File: src/rtl/spf_cfg.svh
// field positions, codes and sizes of the sink object formatter
`ifndef SPF_CFG_SVH
`define SPF_CFG_SVH

`define SPF_FLD_W        10
`define SPF_TYPE_LSB     30
`define SPF_VMAX_LSB     20
`define SPF_VMIN_LSB     10
`define SPF_OP_LSB       10
`define SPF_LIM_LSB      0
`define SPF_POS_LSB      28
`define SPF_GB_BIT       27
`define SPF_MM_BIT       26
`define SPF_USB_BIT      25
`define SPF_NOSUSP_BIT   24
`define SPF_UNCHK_BIT    23
`define SPF_TYPE_FIXED   2'h0
`define SPF_TYPE_BATT    2'h1
`define SPF_TYPE_VAR     2'h2
`define SPF_POS_RESV     3'h0
`define SPF_CAP_DEPTH    7
`define SPF_VOLT_STEP_MV 50
`define SPF_CUR_STEP_MA  10
`define SPF_PWR_STEP_MW  250
`define SPF_ERR_W        4
`define SPF_ERR_POS      0
`define SPF_ERR_OP       1
`define SPF_ERR_GB       2
`define SPF_ERR_TYPE     3

`endif

File: src/rtl/spf_pkg.sv
// types of the sink object formatter
package spf_pkg;
	typedef enum logic [1:0] {
		SPF_IDLE,
		SPF_READ,
		SPF_CHECK
	} spf_state_t;

	typedef logic [31:0] spf_word_t;
	typedef logic [2:0]  spf_pos_t;
endpackage

File: src/rtl/spf_cap_if.sv
// carrier between formatter and offered capability store
`timescale 1ns/100ps
interface spf_cap_if;
	logic               wr_en;
	spf_pkg::spf_pos_t  wr_addr;
	spf_pkg::spf_word_t wr_data;
	logic               rd_en;
	spf_pkg::spf_pos_t  rd_addr;
	spf_pkg::spf_word_t rd_data;

	modport ctl (output wr_en, output wr_addr, output wr_data,
		output rd_en, output rd_addr, input rd_data);
	modport mem (input wr_en, input wr_addr, input wr_data,
		input rd_en, input rd_addr, output rd_data);
endinterface

File: src/rtl/spf_cap_mem.sv
// store of the last offered source capability objects
`timescale 1ns/100ps
`include "spf_cfg.svh"
module spf_cap_mem #(
	parameter int DEPTH = `SPF_CAP_DEPTH
) (
	input  wire logic clk_sys,
	input  wire logic rst_n,
	spf_cap_if.mem    bus
);
	spf_pkg::spf_word_t mem [DEPTH];
	spf_pkg::spf_word_t rd_q;

	// array kept without reset: contents only count below the stored total
	always_ff @(posedge clk_sys) begin
		if (bus.wr_en) begin
			mem[bus.wr_addr] <= bus.wr_data;
		end
	end

	always_ff @(posedge clk_sys or negedge rst_n) begin
		if (!rst_n) begin
			rd_q <= 32'h00000000;
		end else if (bus.rd_en) begin
			rd_q <= mem[bus.rd_addr];
		end
	end

	assign bus.rd_data = rd_q;
endmodule

File: src/rtl/spf_rdo_check.sv
// validity checks of a request against the referenced offered object
`timescale 1ns/100ps
`include "spf_cfg.svh"
module spf_rdo_check #(
	parameter int FW = `SPF_FLD_W
) (
	input  wire spf_pkg::spf_word_t pdo,
	input  wire logic [FW-1:0]      op,
	input  wire logic [FW-1:0]      lim,
	input  wire logic               giveback,
	output logic                    is_batt,
	output logic                    type_bad,
	output logic                    op_over,
	output logic                    lim_over,
	output logic                    gb_bad
);
	logic [1:0]    kind;
	logic [FW-1:0] offer;

	always_comb begin
		kind  = pdo[`SPF_TYPE_LSB +: 2];
		offer = pdo[`SPF_LIM_LSB +: FW];
		is_batt  = (kind == `SPF_TYPE_BATT);
		type_bad = (kind != `SPF_TYPE_FIXED) && (kind != `SPF_TYPE_VAR) && !is_batt;
		op_over  = (op > offer);
		lim_over = !giveback && (lim > offer);
		gb_bad   = giveback && (lim >= op);
	end
endmodule

File: src/rtl/spf_formatter.sv
// sink capability and request object formatter, top level
// Function
// - Variable sink object: type 10b, max/min volts 50 mV, current 10 mA.
// - Battery sink object: type 01b, same voltages, power in 250 mW steps.
// - Sink voltage fields give its operating range; minimum not above maximum.
// - Answer latest source capabilities with exactly one request object.
// - Request bit 31 and bits 22..20 are always zero.
// - Object position in bits 30..28; value zero never generated.
// - Position counts offered objects from one, first after header.
// - Bit 27 GiveBack: low field is maximum when clear, minimum when set.
// - Flags: mismatch 26, USB comms 25, no suspend 24, unchunked 23.
// - Fixed/Variable request: operating and limit currents in 10 mA.
// - Battery request: operating and limit powers in 250 mW.
// - GiveBack set only when sink will cut load on GotoMin.
// - Unmet needs: still request validly and set mismatch flag.
// - Position must refer to an object of the last capabilities.
// - Operating value not above the referenced object's maximum.
// - GiveBack clear with mismatch: maximum may exceed the offer.
// - GiveBack clear without mismatch: maximum must not exceed offer.
// - GiveBack set: minimum strictly below operating value.
`timescale 1ns/100ps
`include "spf_cfg.svh"
module spf_formatter #(
	parameter int FW    = `SPF_FLD_W,
	parameter int DEPTH = `SPF_CAP_DEPTH
) (
	input  wire logic               clk_sys,
	input  wire logic               rst_n,
	input  wire logic               snk_build,
	input  wire logic               snk_batt,
	input  wire logic [FW-1:0]      snk_vmax,
	input  wire logic [FW-1:0]      snk_vmin,
	input  wire logic [FW-1:0]      snk_oper,
	output logic [31:0]             snk_pdo,
	output logic                    snk_pdo_valid,
	output logic                    snk_pdo_err,
	input  wire logic               caps_start,
	input  wire logic               caps_wr,
	input  wire logic [31:0]        caps_data,
	output logic [2:0]              caps_count,
	input  wire logic               req_go,
	input  wire logic [2:0]         req_pos,
	input  wire logic               req_giveback,
	input  wire logic               req_goto_min_ok,
	input  wire logic               req_unmet,
	input  wire logic               req_usb_comm,
	input  wire logic               req_no_suspend,
	input  wire logic               req_unchunked,
	input  wire logic [FW-1:0]      req_oper,
	input  wire logic [FW-1:0]      req_limit,
	output logic [31:0]             rdo,
	output logic                    rdo_valid,
	output logic                    rdo_reject,
	output logic [`SPF_ERR_W-1:0]   rdo_err,
	output logic                    rdo_batt,
	output logic                    busy
);
	////////////////////////////////////////////////////////////////////////////
	spf_cap_if cap_if ();

	spf_cap_mem #(.DEPTH(DEPTH)) u_mem (
		.clk_sys (clk_sys),
		.rst_n   (rst_n),
		.bus     (cap_if.mem)
	);

	spf_pkg::spf_state_t state;
	spf_pkg::spf_state_t next_state;
	logic [2:0]          r_pos;
	logic                r_gb;
	logic                r_unmet;
	logic                r_usb;
	logic                r_nosusp;
	logic                r_unchk;
	logic [FW-1:0]       r_op;
	logic [FW-1:0]       r_lim;
	logic [2:0]          next_r_pos;
	logic                next_r_gb;
	logic                next_r_unmet;
	logic                next_r_usb;
	logic                next_r_nosusp;
	logic                next_r_unchk;
	logic [FW-1:0]       next_r_op;
	logic [FW-1:0]       next_r_lim;
	logic [2:0]          next_caps_count;
	logic [31:0]         next_snk_pdo;
	logic                next_snk_pdo_valid;
	logic                next_snk_pdo_err;
	logic [31:0]         next_rdo;
	logic                next_rdo_valid;
	logic                next_rdo_reject;
	logic [`SPF_ERR_W-1:0] next_rdo_err;
	logic                next_rdo_batt;
	logic                next_busy;
	logic                c_batt;
	logic                c_type_bad;
	logic                c_op_over;
	logic                c_lim_over;
	logic                c_gb_bad;
	logic                mism;

	spf_rdo_check #(.FW(FW)) u_chk (
		.pdo      (cap_if.rd_data),
		.op       (r_op),
		.lim      (r_lim),
		.giveback (r_gb),
		.is_batt  (c_batt),
		.type_bad (c_type_bad),
		.op_over  (c_op_over),
		.lim_over (c_lim_over),
		.gb_bad   (c_gb_bad)
	);

	////////////////////////////////////////////////////////////////////////////
	// capability store access
	assign cap_if.wr_en   = caps_wr && (caps_start || (caps_count < 3'(DEPTH)));
	assign cap_if.wr_addr = caps_start ? 3'h0 : caps_count;
	assign cap_if.wr_data = caps_data;
	assign cap_if.rd_en   = (state == spf_pkg::SPF_READ);
	assign cap_if.rd_addr = r_pos - 3'h1;

	////////////////////////////////////////////////////////////////////////////
	always_comb begin
		next_state         = state;
		next_r_pos         = r_pos;
		next_r_gb          = r_gb;
		next_r_unmet       = r_unmet;
		next_r_usb         = r_usb;
		next_r_nosusp      = r_nosusp;
		next_r_unchk       = r_unchk;
		next_r_op          = r_op;
		next_r_lim         = r_lim;
		next_caps_count    = caps_count;
		next_snk_pdo       = snk_pdo;
		next_snk_pdo_valid = 1'b0;
		next_snk_pdo_err   = snk_pdo_err;
		next_rdo           = rdo;
		next_rdo_valid     = 1'b0;
		next_rdo_reject    = 1'b0;
		next_rdo_err       = rdo_err;
		next_rdo_batt      = rdo_batt;
		mism               = 1'b0;

		// new capabilities replace the old ones; a full store drops extras
		if (caps_start) begin
			next_caps_count = caps_wr ? 3'h1 : 3'h0;
		end else if (cap_if.wr_en) begin
			next_caps_count = caps_count + 3'h1;
		end

		if (snk_build) begin
			next_snk_pdo = 32'h00000000;
			next_snk_pdo[`SPF_TYPE_LSB +: 2] = snk_batt ? `SPF_TYPE_BATT : `SPF_TYPE_VAR;
			next_snk_pdo[`SPF_VMAX_LSB +: FW] = snk_vmax;
			next_snk_pdo[`SPF_VMIN_LSB +: FW] = snk_vmin;
			next_snk_pdo[`SPF_LIM_LSB +: FW] = snk_oper;
			next_snk_pdo_err   = (snk_vmin > snk_vmax);
			next_snk_pdo_valid = (snk_vmin <= snk_vmax);
		end

		case (state)
			spf_pkg::SPF_IDLE: begin
				if (req_go) begin
					next_r_pos    = req_pos;
					next_r_gb     = req_giveback && req_goto_min_ok;
					next_r_unmet  = req_unmet;
					next_r_usb    = req_usb_comm;
					next_r_nosusp = req_no_suspend;
					next_r_unchk  = req_unchunked;
					next_r_op     = req_oper;
					next_r_lim    = req_limit;
					if (req_pos == `SPF_POS_RESV || req_pos > caps_count) begin
						next_rdo_reject = 1'b1;
						next_rdo_err    = '0;
						next_rdo_err[`SPF_ERR_POS] = 1'b1;
					end else begin
						next_state = spf_pkg::SPF_READ;
					end
				end
			end
			spf_pkg::SPF_READ: begin
				next_state = spf_pkg::SPF_CHECK;
			end
			spf_pkg::SPF_CHECK: begin
				next_state = spf_pkg::SPF_IDLE;
				next_rdo_err = '0;
				next_rdo_err[`SPF_ERR_OP]   = c_op_over;
				next_rdo_err[`SPF_ERR_GB]   = c_gb_bad;
				next_rdo_err[`SPF_ERR_TYPE] = c_type_bad;
				mism = r_unmet || c_lim_over;
				if (c_op_over || c_gb_bad || c_type_bad) begin
					next_rdo_reject = 1'b1;
				end else begin
					next_rdo_valid = 1'b1;
					next_rdo_batt  = c_batt;
					next_rdo = 32'h00000000;
					next_rdo[`SPF_POS_LSB +: 3] = r_pos;
					next_rdo[`SPF_GB_BIT] = r_gb;
					next_rdo[`SPF_MM_BIT]     = mism;
					next_rdo[`SPF_USB_BIT]    = r_usb;
					next_rdo[`SPF_NOSUSP_BIT] = r_nosusp;
					next_rdo[`SPF_UNCHK_BIT]  = r_unchk;
					next_rdo[`SPF_OP_LSB +: FW]  = r_op;
					next_rdo[`SPF_LIM_LSB +: FW] = r_lim;
				end
			end
			default: begin
				next_state = spf_pkg::SPF_IDLE;
			end
		endcase
		next_busy = (next_state != spf_pkg::SPF_IDLE);
	end

	////////////////////////////////////////////////////////////////////////////
	always_ff @(posedge clk_sys or negedge rst_n) begin
		if (!rst_n) begin
			state         <= spf_pkg::SPF_IDLE;
			r_pos         <= 3'h0;
			r_gb          <= 1'b0;
			r_unmet       <= 1'b0;
			r_usb         <= 1'b0;
			r_nosusp      <= 1'b0;
			r_unchk       <= 1'b0;
			r_op          <= '0;
			r_lim         <= '0;
			caps_count    <= 3'h0;
			snk_pdo       <= 32'h00000000;
			snk_pdo_valid <= 1'b0;
			snk_pdo_err   <= 1'b0;
			rdo           <= 32'h00000000;
			rdo_valid     <= 1'b0;
			rdo_reject    <= 1'b0;
			rdo_err       <= '0;
			rdo_batt      <= 1'b0;
			busy          <= 1'b0;
		end else begin
			state         <= next_state;
			r_pos         <= next_r_pos;
			r_gb          <= next_r_gb;
			r_unmet       <= next_r_unmet;
			r_usb         <= next_r_usb;
			r_nosusp      <= next_r_nosusp;
			r_unchk       <= next_r_unchk;
			r_op          <= next_r_op;
			r_lim         <= next_r_lim;
			caps_count    <= next_caps_count;
			snk_pdo       <= next_snk_pdo;
			snk_pdo_valid <= next_snk_pdo_valid;
			snk_pdo_err   <= next_snk_pdo_err;
			rdo           <= next_rdo;
			rdo_valid     <= next_rdo_valid;
			rdo_reject    <= next_rdo_reject;
			rdo_err       <= next_rdo_err;
			rdo_batt      <= next_rdo_batt;
			busy          <= next_busy;
		end
	end
endmodule

File: config.mk
export PLATFORM = sky130hd
export DESIGN_NAME = spf_formatter
export DESIGN_NICKNAME = d
export VERILOG_FILES = /design/src/rtl/spf_pkg.sv /design/src/rtl/spf_cap_if.sv /design/src/rtl/spf_cap_mem.sv /design/src/rtl/spf_rdo_check.sv /design/src/rtl/spf_formatter.sv
export VERILOG_INCLUDE_DIRS = /design/src /design/src/rtl
export SDC_FILE = /design/constraint.sdc
export NUM_CORES = 1
export LEC_CHECK = 0
export ABC_CLOCK_PERIOD_IN_PS = 3100
export BUFFER_PORTS_ARGS = -buffer_cell sky130_fd_sc_hd__buf_2
export CAP_MARGIN = 20
export CELL_PAD_IN_SITES_DETAIL_PLACEMENT = 0
export CELL_PAD_IN_SITES_GLOBAL_PLACEMENT = 2
export CORE_MARGIN = 2
export CORE_UTILIZATION = 37
export DETAILED_ROUTE_END_ITERATION = 8
export MAX_ROUTING_LAYER = met4
export PLACE_DENSITY_LB_ADDON = 0.1
export SKIP_CTS_REPAIR_TIMING = 1
export SLEW_MARGIN = 25
export SYNTH_ARGS = -nofsm -noshare
export SYNTH_HDL_FRONTEND = slang
export SYNTH_SLANG_ARGS = --single-unit
export TNS_END_PERCENT = 30
File: constraint.sdc
create_clock -name clk_sys -period 3.1 [get_ports clk_sys]
set_input_delay 0.31 -clock clk_sys [delete_from_list [all_inputs] [get_ports clk_sys]]
set_output_delay 0.31 -clock clk_sys [all_outputs]
set_load 0.02 [all_outputs]
### Word-level counts from Yosys, hierarchy flattened

Memories as Yosys holds them, arrays and structs flattened. A register that Yosys moved wholly into a read port is not among the register bits.
Index checks and enable logic that the tools add are counted.

| storage, ports and cells | value |
|---|---|
| bits of input ports | 98 |
| bits in registers | 103 |
| bits in latches | 0 |
| memories kept | 1 |
| memory bits (read-only) | 0 |
| bits in writable memories | 224 |

Memories:

| name | depth | width | rd ports | clocked after memory_dff | wr ports | RTL line | source |
|---|---|---|---|---|---|---|---|
| u_mem.mem | 7 | 32 | 1 | 1 | 1 | spf_cap_mem.sv:11 | `spf_pkg::spf_word_t mem [DEPTH];` |

| operators by class | value |
|---|---|
| magnitude comparators | 7 |
| shift operators | 0 |
| equality and inequality tests | 6 |
| mux-type cells | 20 |
| bitwise operators | 1 |
| multipliers | 0 |
| add/sub/neg operators | 2 |
| reductions and logical operators | 23 |
| div/mod/pow operators | 0 |

Operators by type and width:

| operator | number |
|---|---|
| greater-than comparator 10 bit | 3 |
| greater-or-equal comparator 10 bit | 1 |
| <= comparator 10 bit | 1 |
| two-way mux 1 bit | 9 |
| two-way mux 3 bit | 3 |
| two-way mux 4 bit | 2 |
| one-hot mux 4 bit (2 select lines) | 1 |
| nonzero test 2 bit | 4 |
| logical AND 1 bit | 6 |
| two-way mux 2 bit | 3 |
| != test 2 bit (second input constant) | 3 |
| logical OR 1 bit | 5 |
| equality test 2 x 1 -> 1 bit (second input constant) | 2 |
| one-hot mux 2 bit (2 select lines) | 1 |
| AND reduction 2 bit | 2 |
| adder 3 x 1 -> 3 bit (second input constant) | 1 |
| greater-than comparator 3 bit | 1 |
| zero test 1 bit | 3 |
| zero test 3 bit | 1 |
| < comparator 3 bit (second input constant) | 1 |
| AND reduction 3 bit | 1 |
| subtractor 3 x 1 -> 3 bit (second input constant) | 1 |
| equality test 2 bit (second input constant) | 1 |
| zero test 2 bit | 1 |
| other kinds (2) | 2 |

### Depth between registers and ports, before layout

| depth | value |
|---|---|
| word-level depth | 6 |
| depth in mapped cells | 11 |
| gate-level depth less buffers | 8 |

### By module

A second synthesis with hierarchy kept.

| unflattened totals | value |
|---|---|
| cell total of the unflattened synthesis | 980 |
| area, all modules | 15132.0 µm² |

Modules (own cells, without submodules):

| module | cells each | times used | area each (µm²) |
|---|---|---|---|
| spf_cap_mem | 524 | 1 | 9968.3 |
| spf_formatter | 360 | 1 | 4438.0 |
| spf_rdo_check | 96 | 1 | 725.7 |

### Worst setup path after synthesis

No wires, ideal clock.

| timing | value |
|---|---|
| path kind | reg2reg |
| from | reg r_pos[0] |
| to | reg u_mem.rd_q[7], in the netlist u_mem.bus.rd_data[7], read port of u_mem.mem |
| data required time | 2967 ps |
| cell stages (with the launch flop) | 11 |
| period minus slack after synthesis | 2819 ps |
| setup time | 133 ps |
| arrival time | 2687 ps |
| slack | 281 ps |
| cells stage by stage | dfrtp_1 -> buf_2 -> buf_2 -> buf_2 -> inv_1 -> ha_1 -> clkbuf_1 -> clkbuf_1 -> mux4_2 -> a211oi_1 -> a21oi_1 |

| on the way | value |
|---|---|
| longest elaborated chain between the ends | 1 |

Ends and longest elaborated chain:

| what | RTL line | source |
|---|---|---|
| start: declaration | spf_formatter.sv:69 | `logic [2:0] r_pos;` |
| start signal: assignment | spf_formatter.sv:238 | `r_pos <= next_r_pos;` |
| subtractor 3 x 1 -> 3 bit | spf_formatter.sv:120 | `assign cap_if.rd_addr = r_pos - 3'h1;` |
| end: declaration | spf_cap_mem.sv:12 | `spf_pkg::spf_word_t rd_q;` |

Every way passes these cells.
A chain may end at the register's enable or synchronous reset.

### Worst setup path after layout

| timing | value |
|---|---|
| from | reg r_op[2] |
| to | reg rdo[5] |

| on the way | value |
|---|---|
| longest elaborated chain between the ends | 6 |
| elaborated cells on any way between the ends | 7 |
| those cells by class | order compare (2); bitwise (1); reduce/logical (4) |

Ends and longest elaborated chain:

| what | RTL line | source |
|---|---|---|
| start: declaration | spf_formatter.sv:75 | `logic [FW-1:0] r_op;` |
| start signal: assignment | spf_formatter.sv:244 | `r_op <= next_r_op;` |
| greater-or-equal comparator 10 bit | spf_rdo_check.sv:27 | `gb_bad = giveback && (lim >= op);` |
| logical AND 1 bit | spf_rdo_check.sv:27 |  |
| logical OR 1 bit * (2 in a row) | spf_formatter.sv:191 | `if (c_op_over \|\| c_gb_bad \|\| c_type_bad) begin` |
| inverter 1 bit (no line) * | n/a |  |
| AND reduction 2 bit (no line) * | n/a |  |
| end signal: assignment | spf_formatter.sv:250 | `rdo <= next_rdo;` |
| end: declaration | spf_formatter.sv:51 | `output logic [31:0] rdo,` |

Mark *: on every way between the ends. The rest lies on a longest branch, timed or not.

==> run metrics <==
Clk pwr share=28.3%; Int Pwr=5.440 mW; max frequency=0.3624 GHz; drt pass-1 iters=6; Tightest Pin Transition=0.9588 ns; Reg power frac=42.4%; clk_lat worst skew=0.43 ns; WL/cell=17.05 µm; Worst Path Required=3.42 ns; Avg Inst Size Synth=13.62 µm²; core area=0.02326 mm²; first-pass GRT wire length=30370 µm; final antenna-violating net count=0; final slew viol count=0; post-synthesis sequential element count=199; Combinational Power Share=29.3%; nets=937; Final Core Density=44.92%; CP arrival=3.08 ns; antenna diode count=0; number of max-cap violations=0; Sw Ratio=33.08%; status=finished, final reports clean; largest net degree at the start of global routing=66; Yosys warning count=0; All-Layer GR Usage=16.70%; Tcrit/Tclk final=89.01%; ys async rst share=57.79%; via/cell ratio=4.722; clock tree sinks=199; layout cell share with drive strength beyond 1=33.58%; Num CTS Buffers=17; leakage=4.736 nW; initial drt markers=177; via count=5317; initial antenna violation count=0; Setup TNS=0 ns; M1 GR Usage=21.70%; CP Class=register to register; clock slew at reported path FFs=0.08 ns; element type at the critical path end=register; vias in the first global route=5506; Cell variety after synth=46; GR met2 Demand/Resource=26.95%; global route overflow=0; Post-DP Area=0.009833 mm²; WL final=19190 µm; top cell type's share of synthesized area=33.06%; placer congestion estimate=0.7387; post-route cell area=0.01045 mm²; Die H=157.4 µm; Worst Hold Class=input pin to register; peak supply drop=0.0003836 V; crit path time final=2.759 ns; Die W=157.4 µm; Synth Cell Area=0.008706 mm²; Site Rows=56; detailed-placement wirelength estimate=13590 µm; GR Util met3=2.946%; Critical Path Start Type=register; H-tree level count=4; Slew headroom=36.08%; port buffer count=150; Synth-to-Final Area Change=20.02%; dominant cell type by area after synthesis=dfrtp_1; Pwr per Cell Area=778.0 mW/mm²; Synth area leaders=dfrtp_1 (33%), edfxtp_1 (29%), ha_1 (6.5%), mux2_4 (4.8%), mux2_2 (4.0%); sequential element share of the synthesized area=62.03%; Die ar.=0.02477 mm²; root buffer cell=clkbuf_16; post-synthesis instance total=639; RSZ-0062 raised after global routing=false; Tot Pwr=8.129 mW; GRT busiest layer=met2; Starting Density=37.42%; crit-path max FO=30; ys flop type=dfrtp_1; # DRC=0; net load switching power=2.689 mW; Setup Viol. Count Final=0; Fin. Hold Viols=0; IO Count=175; Clock Tree Buf Depth=2; Post-synth EDFFs=84; skew final=0.008506 ns; CTS tree=done
layout by cell type, fill, tap and decap left out, drive strengths merged, types with 3 or more instances in the layout:
master,n
nor3,10
buf,163
nor2b,8
clkbuf,17
nand3,4
a211oi,23
edfxtp,84
ha,45
o21a,4
mux2,59
nand2b,4
nand2,71
a21oi,30
conb,4
o21bai,3
nand4,6
dfrtp,115
inv,53
nor2,20
o21ai,26
mux2i,15
mux4,12
logic make-up after synthesis:
logic type | count (synthesis) | share of synthesized area, %
multiplexers | 86 | 13.67
AO/OA/AOI/OAI | 102 | 7.359
other | 1 | 0.04307
AND/OR/NAND/NOR | 130 | 6.626
flip-flops | 199 | 62.03
adder cells (fa/ha/maj) | 45 | 6.467
buffers and inverters | 75 | 3.708
XOR/XNOR | 1 | 0.1006
per-layer routing:
layer	part of all wire [%]	vias up
li1	-	2599
met1	47	2612
met2	48	91
met3	3.5	15
met4	1.1	0
met5	0	-
flip-flops by register name (all words and copies together), names as in the netlist, 2 cells and up:
register	flops
snk_pdo	32
state	2
u_mem.bus.rd_data	12
r_op	10
rdo	28
rdo_err	4
r_lim	10
caps_count	3
r_pos	3
u_mem.mem	84
area by class of cell:
class                           instances  area [µm²]
Timing Repair Buffer                  164       873.3
Fill cell                            2174       12810
Clock inverter                         15       180.2
Multi-Input combinational cell        368        3005
Tap cell                              319       399.1
Inverter                               44       165.2
Clock buffer                           17       425.4
Sequential cell                       199        5400
synth_stat cells, types with 2 or more instances:
cell type and count:
mux2_4 28, nor2b_1 8, o211ai_1 2, buf_6 3
o21ai_0 25, o21bai_1 3, dfrtp_1 115, a211oi_1 23
a21oi_1 29, buf_4 4, o22ai_1 2, nor2_1 20
mux2_2 31, a32o_1 2, nor3_1 10, nand2_1 71
buf_2 3, nand4_1 6, nand2b_1 4, buf_1 2
ha_1 45, o21a_1 4, nor4_1 2, a22o_1 2
clkbuf_1 19, mux4_2 12, mux2i_1 15, nand3_1 4
inv_1 44, edfxtp_1 84, a21o_1 2
critical path: stages (launching register included):
cell and delay [ns]:
dfrtp_1 0.41, inv_1 0.07, ha_1 0.30, a21oi_1 0.12
o21ai_0 0.11, a21oi_1 0.27, nor3_1 0.11, or4_4 0.82
mux2_4 0.39
power by group through the flow:
stage / clock network (mW) / registers (mW) / logic [mW]
global placement: 0 / 3.49 / 2.38
CTS: 2.38 / 3.45 / 2.43
global route: 2.47 / 3.51 / 2.67
floorplan: 0 / 3.73 / 1.40
finish: 2.30 / 3.44 / 2.38
detailed placement: 0 / 3.50 / 2.43
final timing paths:
kind,startpoint,to,slack [ns],depth (start not counted)
setup / recovery,r_op[2]$_DFFE_PN0P_,rdo[5]$_DFFE_PN0P_,0.34,8
max in group asynchronous,rst_n,snk_pdo[1]$_DFFE_PN0P_,1.82,3
hold reg to reg,r_unchk$_DFFE_PN0P_,r_unchk$_DFFE_PN0P_,0.48,2
min in group asynchronous,rst_n,snk_pdo[31]$_DFFE_PN0P_,0.46,2
hold / removal,snk_batt,snk_pdo[31]$_DFFE_PN0P_,0.07,2
setup reg to reg,r_op[2]$_DFFE_PN0P_,rdo[5]$_DFFE_PN0P_,0.34,8
per-stage QoR:
stage                     cells  setup slack [ns]  hold slack, ns
after floorplan             642            0.2806         0.01441
after global placement     1093            0.3121          0.3846
after detailed placement   1093            0.3011          0.3987
after CTS                  1125            0.2926        -0.07042
after global routing       1126            0.1525         0.06676
final                      1126            0.3408         0.06754
Power figures use the tool's default switching activity.
